`config.mk`:
```
export PLATFORM = sky130hd
export DESIGN_NAME = battery_charge_sequencer
export DESIGN_NICKNAME = d
export VERILOG_FILES = /design/src/design/charge_timer.v /design/src/design/battery_charge_sequencer.v
export VERILOG_INCLUDE_DIRS = /design/src /design/src/design
export SDC_FILE = /design/constraint.sdc
export NUM_CORES = 1
export LEC_CHECK = 0
export BUFFER_PORTS_ARGS = -buffer_cell sky130_fd_sc_hd__buf_4
export CAP_MARGIN = 20
export CORE_MARGIN = 2
export CORE_UTILIZATION = 36
export DETAILED_ROUTE_END_ITERATION = 16
export GPL_ROUTABILITY_DRIVEN = 0
export PLACE_DENSITY = 0.57
export SLEW_MARGIN = 20
export SYNTH_ARGS = -nofsm -noshare
export SYNTH_HDL_FRONTEND = slang
export SYNTH_HIERARCHICAL = 1
export SYNTH_SLANG_ARGS = --single-unit
```
`constraint.sdc`:
```
create_clock -name core_clk -period 4.7 [get_ports core_clk]
set_input_delay 0.235 -clock core_clk [delete_from_list [all_inputs] [get_ports core_clk]]
set_output_delay 0.235 -clock core_clk [all_outputs]
set_load 0.02 [all_outputs]
```
`src/design/battery_charge_map.vh`:
```
// offsets, field positions, reset values and timing counts of the charge sequencer
`ifndef BATTERY_CHARGE_MAP_VH
`define BATTERY_CHARGE_MAP_VH

// ----------------------------------------
// clock and timing
// ----------------------------------------
`define CLK_FREQ_HZ 200000000
// timer tick period in milliseconds
`define TICK_PERIOD_MS 1000
`define TICK_CYCLES ((`CLK_FREQ_HZ / 1000) * `TICK_PERIOD_MS)
// state timeouts in tenths of a minute
`define PREQUAL_TIME_DMIN 75
`define FAST_TIME_DMIN 900
`define FULL_TIME_DMIN 900
`define TOPOFF_TIME_DMIN 450
// ticks per tenth of a minute
`define TICKS_PER_DMIN (6000 / `TICK_PERIOD_MS)
`define PREQUAL_TC (`PREQUAL_TIME_DMIN * `TICKS_PER_DMIN)
`define FAST_TC (`FAST_TIME_DMIN * `TICKS_PER_DMIN)
`define FULL_TC (`FULL_TIME_DMIN * `TICKS_PER_DMIN)
`define TOPOFF_TC (`TOPOFF_TIME_DMIN * `TICKS_PER_DMIN)
// full and fast periods over the prequal period
`define LONG_PERIOD_RATIO 4'd12
// temperature measurement rate in hundredths of a hertz
`define TEMP_RATE_CHZ 112
`define TEMP_PERIOD_CYCLES ((`CLK_FREQ_HZ / `TEMP_RATE_CHZ) * 100)
// charging halted this long per measurement, microseconds
`define TEMP_MEAS_US 10
`define TEMP_MEAS_CYCLES ((`CLK_FREQ_HZ / 1000000) * `TEMP_MEAS_US)

// ----------------------------------------
// widths
// ----------------------------------------
`define TIMER_W 13
`define PRESCALE_W 28

// ----------------------------------------
// register map
// ----------------------------------------
`define ADDR_CTRL 4'h0
`define ADDR_STATUS 4'h4
`define ADDR_TIMERS 4'h8
`define CTRL_ENABLE_BIT 0
`define CTRL_RESET 1'b1
`define STATUS_STATE_LSB 0
`define STATUS_TEMP_OK_BIT 4
`define STATUS_TEMP_HOT_BIT 5
`define STATUS_MEAS_BIT 6
`define STATUS_MODE_LSB 8
`define TIMERS_SHORT_LSB 0
`define TIMERS_FAST_LSB 16
`define RESP_OKAY 2'b00
`define RESP_SLVERR 2'b10

// ----------------------------------------
// current modes
// ----------------------------------------
`define MODE_OFF 2'h0
`define MODE_TENTH 2'h1
`define MODE_CC 2'h2
`define MODE_CV 2'h3

`endif

```
`src/design/charge_timer.v`:
```
// tick prescaler and freezable timeout counter
`timescale 1ns/1ps
`include "battery_charge_map.vh"

module charge_timer #(
	parameter [`PRESCALE_W-1:0] TICK_CYCLES = `TICK_CYCLES
) (
	input wire core_clk,
	input wire resetn,
	input wire clear,
	input wire run,
	input wire [`TIMER_W-1:0] terminal,
	output reg [`TIMER_W-1:0] count,
	output reg expired
);

	reg [`PRESCALE_W-1:0] prescale;
	wire tick;

	assign tick = run && (prescale == TICK_CYCLES - 1'b1);

	// ----------------------------------------
	// fixed-rate tick, held while frozen
	// ----------------------------------------
	always @(posedge core_clk or negedge resetn) begin
		if (!resetn) begin
			prescale <= {`PRESCALE_W{1'b0}};
		end else if (clear || tick) begin
			prescale <= {`PRESCALE_W{1'b0}};
		end else if (run) begin
			prescale <= prescale + 1'b1;
		end
	end

	// ----------------------------------------
	// tick counter against terminal count
	// ----------------------------------------
	always @(posedge core_clk or negedge resetn) begin
		if (!resetn) begin
			count <= {`TIMER_W{1'b0}};
			expired <= 1'b0;
		end else if (clear) begin
			count <= {`TIMER_W{1'b0}};
			expired <= 1'b0;
		end else begin
			if (tick && !expired) begin
				count <= count + 1'b1;
			end
			expired <= (count >= terminal);
		end
	end

endmodule

```
`src/design/battery_charge_sequencer.v`:
```
// charge-control state machine with axi4-lite status and control
// How it works
// - power-up or disable release: reset, timers cleared
// - reset: zero current, indicators released high
// - dropout, overvoltage, or recharge from done: reset
// - supplies, reference, bias good: go prequalify
// - prequalify: tenth current, constant-current indicator low
// - above undervoltage, temperature ok: fast charge
// - prequal timeout while undervoltage: fault, stop
// - fast charge: constant current, indicator, fast timer
// - regulation voltage reached in time: full charge
// - fast timer expires first: fault, stop
// - full charge: constant voltage, indicator, short timer
// - low current or full timeout: top-off
// - top-off: voltage mode, indicators high, then done
// - done: zero current until below recharge
// - temperature out: zero current, timers frozen, resume
// - reset with battery too hot: fault
// - fault: zero current, fault indicator low
// - fault left only by power or disable
// - disabled: no charging, outputs floated, then reset
// - temperature sampled 1.12 per second, charging paused
`timescale 1ns/1ps
`include "battery_charge_map.vh"

module battery_charge_sequencer #(
	parameter [`PRESCALE_W-1:0] SHORT_TICK_CYCLES = `TICK_CYCLES,
	parameter [`PRESCALE_W-1:0] FAST_TICK_CYCLES = `TICK_CYCLES,
	parameter [`PRESCALE_W-1:0] TEMP_PERIOD_CYCLES = `TEMP_PERIOD_CYCLES,
	parameter [`TIMER_W-1:0] PREQUAL_TC = `PREQUAL_TC,
	parameter [`TIMER_W-1:0] TOPOFF_TC = `TOPOFF_TC
) (
	input wire core_clk,
	input wire resetn,
	input wire chargerDisableN,
	input wire inputPowerGood,
	input wire referenceGood,
	input wire biasGood,
	input wire battUnderVoltage,
	input wire battAtRegulation,
	input wire chargeCurrentLow,
	input wire battBelowRecharge,
	input wire inputDropout,
	input wire battOverVoltage,
	input wire tempInWindow,
	input wire tempAtMax,
	output reg [1:0] currentMode,
	output reg constCurrentIndicatorOut,
	output reg constCurrentIndicatorOe,
	output reg constVoltageIndicatorOut,
	output reg constVoltageIndicatorOe,
	output reg faultIndicatorOut,
	output reg faultIndicatorOe,
	input wire [3:0] s_axi_awaddr,
	input wire s_axi_awvalid,
	output reg s_axi_awready,
	input wire [31:0] s_axi_wdata,
	input wire [3:0] s_axi_wstrb,
	input wire s_axi_wvalid,
	output reg s_axi_wready,
	output reg [1:0] s_axi_bresp,
	output reg s_axi_bvalid,
	input wire s_axi_bready,
	input wire [3:0] s_axi_araddr,
	input wire s_axi_arvalid,
	output reg s_axi_arready,
	output reg [31:0] s_axi_rdata,
	output reg [1:0] s_axi_rresp,
	output reg s_axi_rvalid,
	input wire s_axi_rready
);

	// ----------------------------------------
	// states
	// ----------------------------------------
	localparam [2:0] ST_RESET = 3'h0;
	localparam [2:0] ST_PREQUAL = 3'h1;
	localparam [2:0] ST_FAST = 3'h2;
	localparam [2:0] ST_FULL = 3'h3;
	localparam [2:0] ST_TOPOFF = 3'h4;
	localparam [2:0] ST_DONE = 3'h5;
	localparam [2:0] ST_SUSPEND = 3'h6;
	localparam [2:0] ST_FAULT = 3'h7;
	localparam [`PRESCALE_W-1:0] MEAS_CYCLES = `TEMP_MEAS_CYCLES;
	// long periods locked to twelve prequal periods
	localparam [`TIMER_W-1:0] FAST_TC = PREQUAL_TC * `LONG_PERIOD_RATIO;
	localparam [`TIMER_W-1:0] FULL_TC = PREQUAL_TC * `LONG_PERIOD_RATIO;

	reg [2:0] state;
	reg [2:0] next_state;
	reg [2:0] resumeState;
	reg swEnable;
	reg [`PRESCALE_W-1:0] tempCount;
	reg measuring;
	reg tempOk;
	reg tempHot;
	reg [3:0] wrAddr;
	reg awHeld;
	reg [31:0] wrData;
	reg [3:0] wrStrb;
	reg wHeld;
	reg next_ccOe;
	reg next_cvOe;
	reg next_faultOe;
	reg [1:0] next_mode;
	wire enabled;
	wire shortExpired;
	wire fastExpired;
	wire timerClear;
	wire shortRun;
	wire fastRun;
	wire [`TIMER_W-1:0] shortCount;
	wire [`TIMER_W-1:0] fastCount;
	wire [`TIMER_W-1:0] shortTerminal;

	// a state that charges and may be suspended
	function isCharging;
		input [2:0] s;
		begin
			isCharging = (s == ST_PREQUAL) || (s == ST_FAST) ||
				(s == ST_FULL) || (s == ST_TOPOFF);
		end
	endfunction

	// register read decode
	function [31:0] readWord;
		input [3:0] addr;
		begin
			case (addr)
				`ADDR_CTRL: readWord = {31'h0, swEnable};
				`ADDR_STATUS: readWord = {22'h0, currentMode, 1'b0, measuring,
					tempHot, tempOk, 1'b0, state};
				`ADDR_TIMERS: readWord = {3'h0, fastCount, 3'h0, shortCount};
				default: readWord = 32'h0;
			endcase
		end
	endfunction

	function isMapped;
		input [3:0] addr;
		begin
			isMapped = (addr == `ADDR_CTRL) || (addr == `ADDR_STATUS) ||
				(addr == `ADDR_TIMERS);
		end
	endfunction

	assign enabled = chargerDisableN && swEnable;

	// ----------------------------------------
	// safety timers
	// ----------------------------------------
	assign timerClear = !enabled || (state == ST_RESET) ||
		((next_state != state) && (next_state != ST_SUSPEND) &&
		(state != ST_SUSPEND));
	assign shortRun = enabled && !measuring &&
		((state == ST_PREQUAL) || (state == ST_FULL) || (state == ST_TOPOFF));
	assign fastRun = enabled && !measuring && (state == ST_FAST);
	assign shortTerminal = (state == ST_PREQUAL) ? PREQUAL_TC :
		((state == ST_FULL) ? FULL_TC : TOPOFF_TC);

	charge_timer #(
		.TICK_CYCLES(SHORT_TICK_CYCLES)
	) shortPeriodTimer (
		.core_clk(core_clk),
		.resetn(resetn),
		.clear(timerClear),
		.run(shortRun),
		.terminal(shortTerminal),
		.count(shortCount),
		.expired(shortExpired)
	);

	charge_timer #(
		.TICK_CYCLES(FAST_TICK_CYCLES)
	) fastPeriodTimer (
		.core_clk(core_clk),
		.resetn(resetn),
		.clear(timerClear),
		.run(fastRun),
		.terminal(FAST_TC),
		.count(fastCount),
		.expired(fastExpired)
	);

	// ----------------------------------------
	// temperature measurement
	// ----------------------------------------
	always @(posedge core_clk or negedge resetn) begin
		if (!resetn) begin
			tempCount <= {`PRESCALE_W{1'b0}};
			measuring <= 1'b0;
			tempOk <= 1'b1;
			tempHot <= 1'b0;
		end else begin
			if (tempCount == TEMP_PERIOD_CYCLES - 1'b1) begin
				tempCount <= {`PRESCALE_W{1'b0}};
			end else begin
				tempCount <= tempCount + 1'b1;
			end
			measuring <= (tempCount < MEAS_CYCLES);
			if (measuring && (tempCount == MEAS_CYCLES)) begin
				tempOk <= tempInWindow;
				tempHot <= tempAtMax;
			end
		end
	end

	// ----------------------------------------
	// next state
	// ----------------------------------------
	always @* begin
		next_state = state;
		if (!enabled) begin
			next_state = ST_RESET;
		end else if ((inputDropout || battOverVoltage) && (state != ST_FAULT)) begin
			next_state = ST_RESET;
		end else begin
			case (state)
				ST_RESET: begin
					if (tempHot) begin
						next_state = ST_FAULT;
					end else if (inputPowerGood && referenceGood && biasGood) begin
						next_state = ST_PREQUAL;
					end
				end
				ST_PREQUAL: begin
					if (shortExpired && battUnderVoltage) begin
						next_state = ST_FAULT;
					end else if (!tempOk) begin
						next_state = ST_SUSPEND;
					end else if (!battUnderVoltage) begin
						next_state = ST_FAST;
					end
				end
				ST_FAST: begin
					if (fastExpired) begin
						next_state = ST_FAULT;
					end else if (!tempOk) begin
						next_state = ST_SUSPEND;
					end else if (battAtRegulation) begin
						next_state = ST_FULL;
					end
				end
				ST_FULL: begin
					if (chargeCurrentLow || shortExpired) begin
						next_state = ST_TOPOFF;
					end else if (!tempOk) begin
						next_state = ST_SUSPEND;
					end
				end
				ST_TOPOFF: begin
					if (shortExpired) begin
						next_state = ST_DONE;
					end else if (!tempOk) begin
						next_state = ST_SUSPEND;
					end
				end
				ST_DONE: begin
					if (battBelowRecharge) begin
						next_state = ST_RESET;
					end
				end
				ST_SUSPEND: begin
					if (tempOk) begin
						next_state = resumeState;
					end
				end
				ST_FAULT: begin
					next_state = ST_FAULT;
				end
				default: begin
					next_state = ST_RESET;
				end
			endcase
		end
	end

	// ----------------------------------------
	// outputs per state
	// ----------------------------------------
	always @* begin
		next_ccOe = 1'b0;
		next_cvOe = 1'b0;
		next_faultOe = 1'b0;
		next_mode = `MODE_OFF;
		case (next_state)
			ST_PREQUAL: begin
				next_ccOe = 1'b1;
				next_mode = `MODE_TENTH;
			end
			ST_FAST: begin
				next_ccOe = 1'b1;
				next_mode = `MODE_CC;
			end
			ST_FULL: begin
				next_cvOe = 1'b1;
				next_mode = `MODE_CV;
			end
			ST_TOPOFF: begin
				next_mode = `MODE_CV;
			end
			ST_SUSPEND: begin
				next_ccOe = constCurrentIndicatorOe;
				next_cvOe = constVoltageIndicatorOe;
				next_faultOe = faultIndicatorOe;
			end
			ST_FAULT: begin
				next_faultOe = 1'b1;
			end
			default: begin
				next_mode = `MODE_OFF;
			end
		endcase
		if (!enabled) begin
			next_ccOe = 1'b0;
			next_cvOe = 1'b0;
			next_faultOe = 1'b0;
		end
		if (tempCount < MEAS_CYCLES) begin
			next_mode = `MODE_OFF;
		end
	end

	// ----------------------------------------
	// state and output registers
	// ----------------------------------------
	always @(posedge core_clk or negedge resetn) begin
		if (!resetn) begin
			state <= ST_RESET;
			resumeState <= ST_PREQUAL;
			currentMode <= `MODE_OFF;
			constCurrentIndicatorOe <= 1'b0;
			constVoltageIndicatorOe <= 1'b0;
			faultIndicatorOe <= 1'b0;
			constCurrentIndicatorOut <= 1'b0;
			constVoltageIndicatorOut <= 1'b0;
			faultIndicatorOut <= 1'b0;
		end else begin
			state <= next_state;
			if ((next_state == ST_SUSPEND) && isCharging(state)) begin
				resumeState <= state;
			end
			currentMode <= next_mode;
			constCurrentIndicatorOe <= next_ccOe;
			constVoltageIndicatorOe <= next_cvOe;
			faultIndicatorOe <= next_faultOe;
			constCurrentIndicatorOut <= 1'b0;
			constVoltageIndicatorOut <= 1'b0;
			faultIndicatorOut <= 1'b0;
		end
	end

	// ----------------------------------------
	// axi4-lite write channel
	// ----------------------------------------
	always @(posedge core_clk or negedge resetn) begin
		if (!resetn) begin
			awHeld <= 1'b0;
			wHeld <= 1'b0;
			wrAddr <= 4'h0;
			wrData <= 32'h0;
			wrStrb <= 4'h0;
			s_axi_awready <= 1'b1;
			s_axi_wready <= 1'b1;
			s_axi_bvalid <= 1'b0;
			s_axi_bresp <= `RESP_OKAY;
			swEnable <= `CTRL_RESET;
		end else begin
			if (s_axi_awvalid && s_axi_awready) begin
				awHeld <= 1'b1;
				wrAddr <= s_axi_awaddr;
				s_axi_awready <= 1'b0;
			end
			if (s_axi_wvalid && s_axi_wready) begin
				wHeld <= 1'b1;
				wrData <= s_axi_wdata;
				wrStrb <= s_axi_wstrb;
				s_axi_wready <= 1'b0;
			end
			if (awHeld && wHeld && !s_axi_bvalid) begin
				awHeld <= 1'b0;
				wHeld <= 1'b0;
				s_axi_bvalid <= 1'b1;
				s_axi_bresp <= isMapped(wrAddr) ? `RESP_OKAY : `RESP_SLVERR;
				if ((wrAddr == `ADDR_CTRL) && wrStrb[0]) begin
					swEnable <= wrData[`CTRL_ENABLE_BIT];
				end
			end
			if (s_axi_bvalid && s_axi_bready) begin
				s_axi_bvalid <= 1'b0;
				s_axi_awready <= 1'b1;
				s_axi_wready <= 1'b1;
			end
		end
	end

	// ----------------------------------------
	// axi4-lite read channel
	// ----------------------------------------
	always @(posedge core_clk or negedge resetn) begin
		if (!resetn) begin
			s_axi_arready <= 1'b1;
			s_axi_rvalid <= 1'b0;
			s_axi_rdata <= 32'h0;
			s_axi_rresp <= `RESP_OKAY;
		end else begin
			if (s_axi_arvalid && s_axi_arready) begin
				s_axi_arready <= 1'b0;
				s_axi_rvalid <= 1'b1;
				s_axi_rdata <= readWord(s_axi_araddr);
				s_axi_rresp <= isMapped(s_axi_araddr) ? `RESP_OKAY : `RESP_SLVERR;
			end
			if (s_axi_rvalid && s_axi_rready) begin
				s_axi_rvalid <= 1'b0;
				s_axi_arready <= 1'b1;
			end
		end
	end

endmodule

```
==> impl_metrics.ini, run 1 <==
[timing]
hold_ws_ps = 20.8
max-slew-margin-rel = 0.408
hold_viol = 0
period_minus_slack_ps = 3540
setup-tns-final_ps = 0
clock_skew_ps = 19.3
rsz0062_at_grt = false
setup_viol = 0
min_period_over_period = 0.753
max_clock_freq_mhz = 283
worst_slew_pin_slew_ps = 888
final-max-slew-violation-count = 0

[synthesis]
ys.flop_type = dfrtp_1
synth.most_common_cell = dfrtp_1
synth.cell_area_sq_um = 9320
syn_inst = 955
ys_seq_elements = 168
syn_avg_cell_area_sq_um = 9.76
synth.distinct_cells = 85
yosysTopAreaCell = dfrtp_1
ys_top_cells_by_area = dfrtp_1 44%, nor2_1 5.1%, ha_1 4.3%
async_flop_share = 1.00
synth_edf_count = 0
synth_commonest_cells = 162 x dfrtp_1, 126 x nor2_1, 72 x nand2_1
ys_seq_area_frac = 0.452
synth_top_area_frac = 0.435
synth_warnings = 6

[run_status]
status = completed

[die]
core-area_sq_um = 25300
die_w_um = 165
rows = 58
die_h_um = 165
initial_utilization = 0.368
die-area_sq_um = 27200
ios = 112

[worst_setup_path]
arrival_ps = 3860
ff2ff_path_depth = 9
endpoint = fastPeriodTimer/count[9]$_DFFE_PN0P_
critPathLaunch = state[1]$_DFF_PN0_
crit_path_end_kind = register
cp.depth = 9
r2r_start = state[1]$_DFF_PN0_
startpoint_type = register
crit_type = register to register
worstPathRequired_ps = 5020
crit_buf_inv = 2
worstPathCellList = inv_2 -> o211a_1 -> o32ai_2 -> and2_1 -> xnor2_1 -> a31oi_4 -> buf_4 -> nor2_1 -> mux2_2
r2r_slack_ps = 1160
crit_fanout = 28
rr_endpoint = fastPeriodTimer/count[9]$_DFFE_PN0P_
crit_slowest_cell = dfrtp_1
critPathTopFamily = compound AO/OA/AOI/OAI gates
slowest_delay_ps = 790

[grt]
grt-ovfl-total = 0
grt_pass1_vias = 6842
grt_max_degree = 107
grt.total_usage = 0.161
grt_pass1_wl_um = 34900
antenna_found_initial = 0

[drt]
drt_iter0_markers = 473
drt_first_pass_iters = 4
wire_per_inst_um = 14.8
drc = 0
top_layer = met4
via_per_inst = 5.04
drt.antenna.violating_nets = 0
finalWirelength_um = 20400
route.met2.wl_um = 9460
wl_met1_um = 10300
wl_met3_um = 490
route.vias.total = 6950

[clock_tree]
cts-resized-gates = 0
h-tree-depth = 4
insertion_delay_ps = 440
path_clk_slew_ps = 70
max-clock-path-buffers = 2
cts_buffers = 17
clock_sinks = 168
cts_root_buffer = clkbuf_16
cts_tree = done

[min_path]
hold_path.class = input pin to register

[finish]
syn2layout_area_growth_pct = 15.8
drive_above_1_share = 0.163
diodes = 0
final_nets = 1131

[power]
powerDensity_nw_per_um2 = 296
peakVddDrop_uv = 176
p_leak_nw = 4.70

[place]
port_buffers = 66
hpwl_um = 14300

[job]
cap_violations = 0
==> power by group <==
group          leakage (nW)  internal [mW]  switching (mW)
registers              2.28           1.51          0.0464
clock network         0.280          0.761           0.635
logic                  2.14         0.0993           0.140
total                  4.70           2.37           0.822
==> worst min path at each step <==
stage              startpoint  slack [ps]                         to  cells past startpoint
6_report         s_axi_bready          20   s_axi_bvalid$_DFFE_PN0P_                      2
5_1_grt        s_axi_wstrb[0]          20      wrStrb[0]$_DFFE_PN0P_                      2
4_1_cts          s_axi_bready           1   s_axi_bvalid$_DFFE_PN0P_                      2
3_5_place_dp    s_axi_arvalid         400  s_axi_arready$_DFFE_PN1P_                      2
3_3_place_gp    s_axi_arvalid         400  s_axi_arready$_DFFE_PN1P_                      2
2_1_floorplan          resetn         -60         awHeld$_DFFE_PN0P_                      0
==> registers in the layout, indices dropped and copies added (netlist names), 2 cells and up <==
register	cells
s_axi_rdata	26
fastPeriodTimer/count	13
currentMode	2
tempCount	28
fastPeriodTimer/prescale	28
state	3
resumeState	3
shortPeriodTimer/prescale	28
shortPeriodTimer/count	13
wrAddr	4
==> through the flow <==
step / setup WS [ps] / instances / area, sq um / power, mW / utilization
6_report: 1160 / 1379 / 10800 / 3.19 / 0.426
5_1_grt: 877 / 1379 / 10800 / 3.34 / 0.426
4_1_cts: 1140 / 1379 / 10800 / 3.24 / 0.426
2_1_floorplan: 1710 / 979 / 9410 / 1.71 / -
3_3_place_gp: 1200 / 1342 / 10100 / 1.82 / 0.401
3_5_place_dp: 1170 / 1342 / 10200 / 1.82 / 0.401
==> logic make-up (layout without fill, tap and decap cells) <==
logic type	after synthesis	count (layout)	synth area share
XOR/XNOR	81	81	0.0761
AO/OA/AOI/OAI	124	124	0.0968
flip-flops	168	168	0.452
other	2	26	0.000806
multiplexers	26	26	0.0306
AND/OR/NAND/NOR	429	429	0.252
adder cells (fa/ha/maj)	32	32	0.0430
buffers and inverters	93	163	0.0489
==> per-layer routing <==
metal	vias to the layer above	GRT usage
li1	3465	-
met1	3389	0.223
met2	89	0.257
met3	7	0.0256
met4	0	0.0506
met5	-	0
==> layout by cell type, fill, tap and decap left out, types with 7 or more instances in the layout <==
master | netlist | routed
nand2b_1 | 12 | 12
and3_1 | 18 | 18
a22oi_1 | 7 | 7
nand4_1 | 27 | 27
o211ai_1 | 7 | 7
a22o_1 | 18 | 18
nand3_1 | 53 | 53
or3_1 | 9 | 9
ha_1 | 32 | 32
xnor2_1 | 44 | 44
clkbuf_16 | 0 | 17
dfrtp_1 | 162 | 162
nor2b_1 | 19 | 19
a21oi_1 | 21 | 21
conb_1 | 2 | 26
inv_1 | 48 | 48
buf_4 | 14 | 76
nor4_1 | 22 | 21
xor2_1 | 37 | 37
nor3_1 | 9 | 9
o21ai_0 | 27 | 27
and2_1 | 8 | 8
mux2_2 | 15 | 15
nand2_1 | 72 | 71
nor2_1 | 126 | 126
==> worst reg2reg max path: stages, from the launching register on <==
cell and delay, ps:
dfrtp_1 790, inv_2 240, o211a_1 180, o32ai_2 330
and2_1 350, xnor2_1 150, a31oi_4 740, buf_4 320
nor2_1 70, mux2_2 260
==> cell type report <==
type                       count  area [sq um]
clock buffer                  19           443
clock inverter                13           139
fill                        2393         14500
inverter                      49           184
multi-input combinational    718          4760
sequential                   168          4210
tap                          330           413
timing repair buffer          82           634
==> timing repair <==
item                                   4_1_cts  5_1_grt
hold buffers                                 5        0
endpoints found under the hold margin       51        0
buffers inserted                             0        0
Note: power is estimated with default switching activity, not from simulation.
==> run 2, diff against run 1 <==
- clock period: 4.7 -> 3.4 ns (I/O delays scaled with it)
==> run 2 against run 1 <==
  * Combinational power rose by 50%
  * Clock power rose by 46%
  * Design area rose by 2.4%
  * Clock-buffer cell count fell by 1
  * Clock skew fell by 5.0 ps
  * Fmax rose by 10%
  * Sequential cell count did not move
  * Non-clock buffer count rose by 25
==> impl_metrics.ini, run 2 (synthesis results as in run 1) <==
[place]
dp.cells = 1355
hpwl_um = 14900
port_buffers = 66
dp_slack_ps = 232
place_area_sq_um = 10300

[power]
powerDensity_nw_per_um2 = 411
peakVddDrop_uv = 314
totalPowerFinal_mw = 4.55
p_leak_nw = 4.84

[timing]
setup_viol = 0
clock_skew_ps = 14.3
final-max-slew-violation-count = 0
fin_ws_ps = 197
max-slew-margin-rel = 0.482
hold_ws_ps = 118
rsz0062_at_grt = false
setup-tns-final_ps = 0
worst_slew_pin_slew_ps = 775
period_minus_slack_ps = 3200
min_period_over_period = 0.942
hold_viol = 0
max_clock_freq_mhz = 312

[finish]
nFillCells = 2430
final_nets = 1156
final_cell_area_sq_um = 11000
drive_above_1_share = 0.170
final_common_cell = dfrtp_1
mostFrequentLayoutCells = 162 x dfrtp_1, 126 x nor2_1, 88 x buf_4
multi_input_area_sq_um = 4750
seq_area_sq_um = 4210
reg.largest.list = fastPeriodTimer/prescale x28, shortPeriodTimer/prescale x28, tempCount x28
syn2layout_area_growth_pct = 18.6
fin_util = 0.436
diodes = 0
finalNonFillerCells = 1404

[min_path]
hold_end = s_axi_rdata[0]$_DFFE_PN0P_
hold_depth = 4
hold_path.class = input pin to register
hold_start = s_axi_araddr[3]

[clock_tree]
path_clk_slew_ps = 70
cts_setup_buffers = 0
cts_root_buffer = clkbuf_16
cts_tree = done
insertion_delay_ps = 430
max-clock-path-buffers = 2
cts-resized-gates = 0
clock_sinks = 168
ctsHoldBuffers = 17
h-tree-depth = 4
cts_buffers = 17

[grt]
grt.total_usage = 0.161
grt_max_degree = 72
grt_pass1_vias = 6922
antenna_found_initial = 0
grt_pass1_wl_um = 34800
grt-ovfl-total = 0

[worst_setup_path]
arrival_ps = 3560
ff2ff_path_depth = 7
r2r_start = state[0]$_DFF_PN0_
worstPathRequired_ps = 3750
crit_type = register to register
crit_path_end_kind = register
rr_endpoint = fastPeriodTimer/count[5]$_DFFE_PN0P_
startpoint_type = register
crit_fanout = 15
r2r_slack_ps = 200

[drt]
drt_iter0_markers = 532
wire_per_inst_um = 14.9
drt.antenna.violating_nets = 0
finalWirelength_um = 20900
drc = 0
route.vias.total = 7130
via_per_inst = 5.08
drt_first_pass_iters = 4

[die]
initial_utilization = 0.368
ios = 112
core-area_sq_um = 25300
die_h_um = 165
rows = 58
die_w_um = 165
die-area_sq_um = 27200

[run_status]
status = completed

[job]
cap_violations = 0
-- run 2: cell types whose count changed in the layout (fill, tap and decap cells not counted), sizes merged --
| cell | previous run | this run |
|---|---|---|
| clkinv | 4 | 2 |
| bufinv | 1 | 2 |
| buf | 76 | 90 |
| dlygate4sd3 | 5 | 17 |
| inv | 55 | 58 |
| clkinvlp | 2 | 1 |
| clkbuf | 20 | 18 |
-- run 2: report_power, final --
group	internal [mW]	switching, mW	total [mW]
clock network	1.14	0.897	2.04
registers	2.09	0.0599	2.15
logic	0.160	0.197	0.358
total	3.39	1.15	4.55
-- run 2: area by class of cell --
| type | count | area share |
|---|---|---|
| multi-input cells | 718 | 0.430 |
| repair buffers | 107 | 0.0780 |
| well taps | 330 | 0.0374 |
| clock inverters | 14 | 0.0164 |
| inverters | 49 | 0.0167 |
| flip-flops and latches | 168 | 0.381 |
| clock buffers | 18 | 0.0398 |
-- run 2: layer usage --
layer | vias to the layer above | share of wire | track usage
met5 | - | 0 | 0
met4 | 0 | 0.013 | 0.0466
met3 | 20 | 0.035 | 0.0311
met2 | 112 | 0.47 | 0.261
met1 | 3468 | 0.48 | 0.220
li1 | 3530 | - | -
-- run 2: worst max-delay path by stage --
stage	from	end
after floorplan	state[1]$_DFF_PN0_	shortPeriodTimer/count[12]$_DFFE_PN0P_
after global placement	state[0]$_DFF_PN0_	fastPeriodTimer/count[4]$_DFFE_PN0P_
after detailed placement	state[0]$_DFF_PN0_	fastPeriodTimer/count[5]$_DFFE_PN0P_
after CTS	state[0]$_DFF_PN0_	fastPeriodTimer/count[5]$_DFFE_PN0P_
after global routing	state[0]$_DFF_PN0_	fastPeriodTimer/count[5]$_DFFE_PN0P_
final	state[0]$_DFF_PN0_	fastPeriodTimer/count[5]$_DFFE_PN0P_
-- run 2: worst max-delay path: stages (launching register included) --
cell,delay (ps)
dfrtp_1,570
buf_4,250
nor4_1,490
nand3_1,200
or3_4,440
or4_1,650
or3_1,380
a21oi_1,140
==> run 3, diff against run 2 <==
- PLACE_DENSITY: 0.57 -> 0.59
- clock period: 3.4 -> 2.8 ns (I/O delays scaled with it)
==> run 3 against run 2 <==
  * Routed wire length down 1.7%
  * Die area unchanged
  * Fmax up 19%
  * Utilization up 0.90 points
  * First-iteration DRC count down 40%
  * Register-to-register slack worse by 97 ps
  * Final cell count up 1.2%
  * Critical endpoint is now fastPeriodTimer/count[8]$_DFFE_PN0P_
==> impl_metrics.ini, run 3 (synthesis results as in run 1) <==
[run_status]
status = completed

[clock_tree]
cts_root_buffer = clkbuf_16
cts_buffers = 17
h-tree-depth = 4
insertion_delay_ps = 440
path_clk_slew_ps = 70
cts_tree = done
max-clock-path-buffers = 2
clock_sinks = 168

[worst_setup_path]
crit_path_end_kind = register
critPathLaunch = state[2]$_DFF_PN0_
arrival_ps = 3050
crit_type = register to register
slowest_delay_ps = 560
worstPathRequired_ps = 3150
cp.depth = 8
worstPathCellList = nand2b_4 -> nor4_4 -> buf_4 -> nand3_1 -> or3_4 -> or4_4 -> or4_1 -> a21oi_1
critPathTopFamily = simple AND/OR/NAND/NOR gates
crit_buf_inv = 1
ff2ff_path_depth = 8
endpoint = fastPeriodTimer/count[8]$_DFFE_PN0P_
crit_fanout = 6
startpoint_type = register
r2r_start = state[2]$_DFF_PN0_
crit_slowest_cell = or4_4
r2r_slack_ps = 100
rr_endpoint = fastPeriodTimer/count[8]$_DFFE_PN0P_

[grt]
grt_util_met3 = 0.0324
antenna_found_initial = 0
grt.total_usage = 0.159
grt_pass1_vias = 7110
busiest_layer = met2
grt_pass1_wl_um = 35000
grt_max_degree = 83
gr-usage-met1 = 0.210
grt-ovfl-total = 0
met2_usage = 0.268

[drt]
route.vias.total = 7197
drt_first_pass_iters = 4
drt_iter0_markers = 317
wire_per_inst_um = 14.5
finalWirelength_um = 20600
drc = 0
drt.antenna.violating_nets = 0
via_per_inst = 5.06

[power]
p_leak_nw = 4.95
powerDensity_nw_per_um2 = 487
peakVddDrop_uv = 374

[timing]
max-slew-margin-rel = 0.467
worst_slew_pin_slew_ps = 800
setup_viol = 0
period_minus_slack_ps = 2700
final-max-slew-violation-count = 0
rsz0062_at_grt = true
fin_ws_ps = 99.7
min_period_over_period = 0.964
clock_skew_ps = 19.6
hold_viol = 0
max_clock_freq_mhz = 370

[die]
core-area_sq_um = 25300
die-area_sq_um = 27200
die_w_um = 165
rows = 58
die_h_um = 165
ios = 112
initial_utilization = 0.368

[finish]
reg.largest.list = fastPeriodTimer/prescale x28, shortPeriodTimer/prescale x28, tempCount x28
syn2layout_area_growth_pct = 21.0
finalNonFillerCells = 1421
final_nets = 1173
diodes = 0
final_common_cell = dfrtp_1
drive_above_1_share = 0.192
final_cell_area_sq_um = 11300
mostFrequentLayoutCells = 161 x dfrtp_1, 126 x nor2_1, 101 x buf_4

[job]
cap_violations = 0

[min_path]
hold_path.class = input pin to register

[place]
dp.cells = 1372
hpwl_um = 14400
dp_slack_ps = -97.3
port_buffers = 66
place_area_sq_um = 10500
## run 3: cell types whose count changed in the layout (fill, tap and decap cells not counted), sizes merged
cell	previous run	this run
bufinv	2	1
buf	90	107
clkinv	2	5
inv	58	56
## run 3: metrics by stage
| stage | utilization | setup TNS (ps) | hold WS, ps | power, mW |
|---|---|---|---|---|
| floorplan | - | 0 | -156 | 2.87 |
| global placement | 0.413 | -232 | 265 | 3.05 |
| detailed placement | 0.413 | -338 | 261 | 3.06 |
| CTS | 0.444 | 0 | 78.0 | 5.57 |
| global route | 0.445 | -42.2 | 126 | 5.74 |
| finish | 0.445 | 0 | 77.0 | 5.49 |
## run 3: tightest hold or removal path, stage by stage
cell and delay (ps):
buf_4 100, nor2_1 40, a21oi_1 90, o21ai_0 90
## run 3: final cells by class
| type | instances | area, sq um |
|---|---|---|
| clock buffers | 18 | 439 |
| clock inverters | 14 | 178 |
| fillers | 2431 | 14100 |
| inverters | 49 | 184 |
| multi-input cells | 718 | 4810 |
| flip-flops and latches | 168 | 4210 |
| well taps | 330 | 413 |
| repair buffers | 124 | 1040 |
## run 3: how the worst min path moves through the flow
| stage | slack (ps) | endpoint | startpoint | cells past startpoint |
|---|---|---|---|---|
| 5_1_grt | 130 | s_axi_rdata[0]$_DFFE_PN0P_ | s_axi_araddr[3] | 4 |
| 6_report | 80 | s_axi_rdata[0]$_DFFE_PN0P_ | s_axi_araddr[3] | 4 |
| 2_1_floorplan | -160 | awHeld$_DFFE_PN0P_ | resetn | 0 |
| 4_1_cts | 80 | s_axi_rdata[0]$_DFFE_PN0P_ | s_axi_araddr[3] | 4 |
| 3_5_place_dp | 260 | s_axi_rdata[3]$_DFFE_PN0P_ | resetn | 1 |
| 3_3_place_gp | 270 | s_axi_rdata[3]$_DFFE_PN0P_ | resetn | 1 |
## run 3: timing repair
action	CTS	global route
endpoints found under the hold margin	93	0
buffers inserted	0	0
pin swaps	0	2
gates resized for setup	2	8
setup endpoints to repair	7	43
hold buffers	17	0
## run 3: layer usage
metal	vias up	wire length (um)
li1	3582	-
met4	0	182
met5	-	0
met3	13	588
met2	76	9950
met1	3526	9840
## run 3: where the power goes
part	leakage, nW	total [mW]	internal (mW)	switching, mW
combinational	2.38	0.439	0.198	0.241
clock	0.299	2.44	1.31	1.13
sequential	2.27	2.61	2.54	0.0721
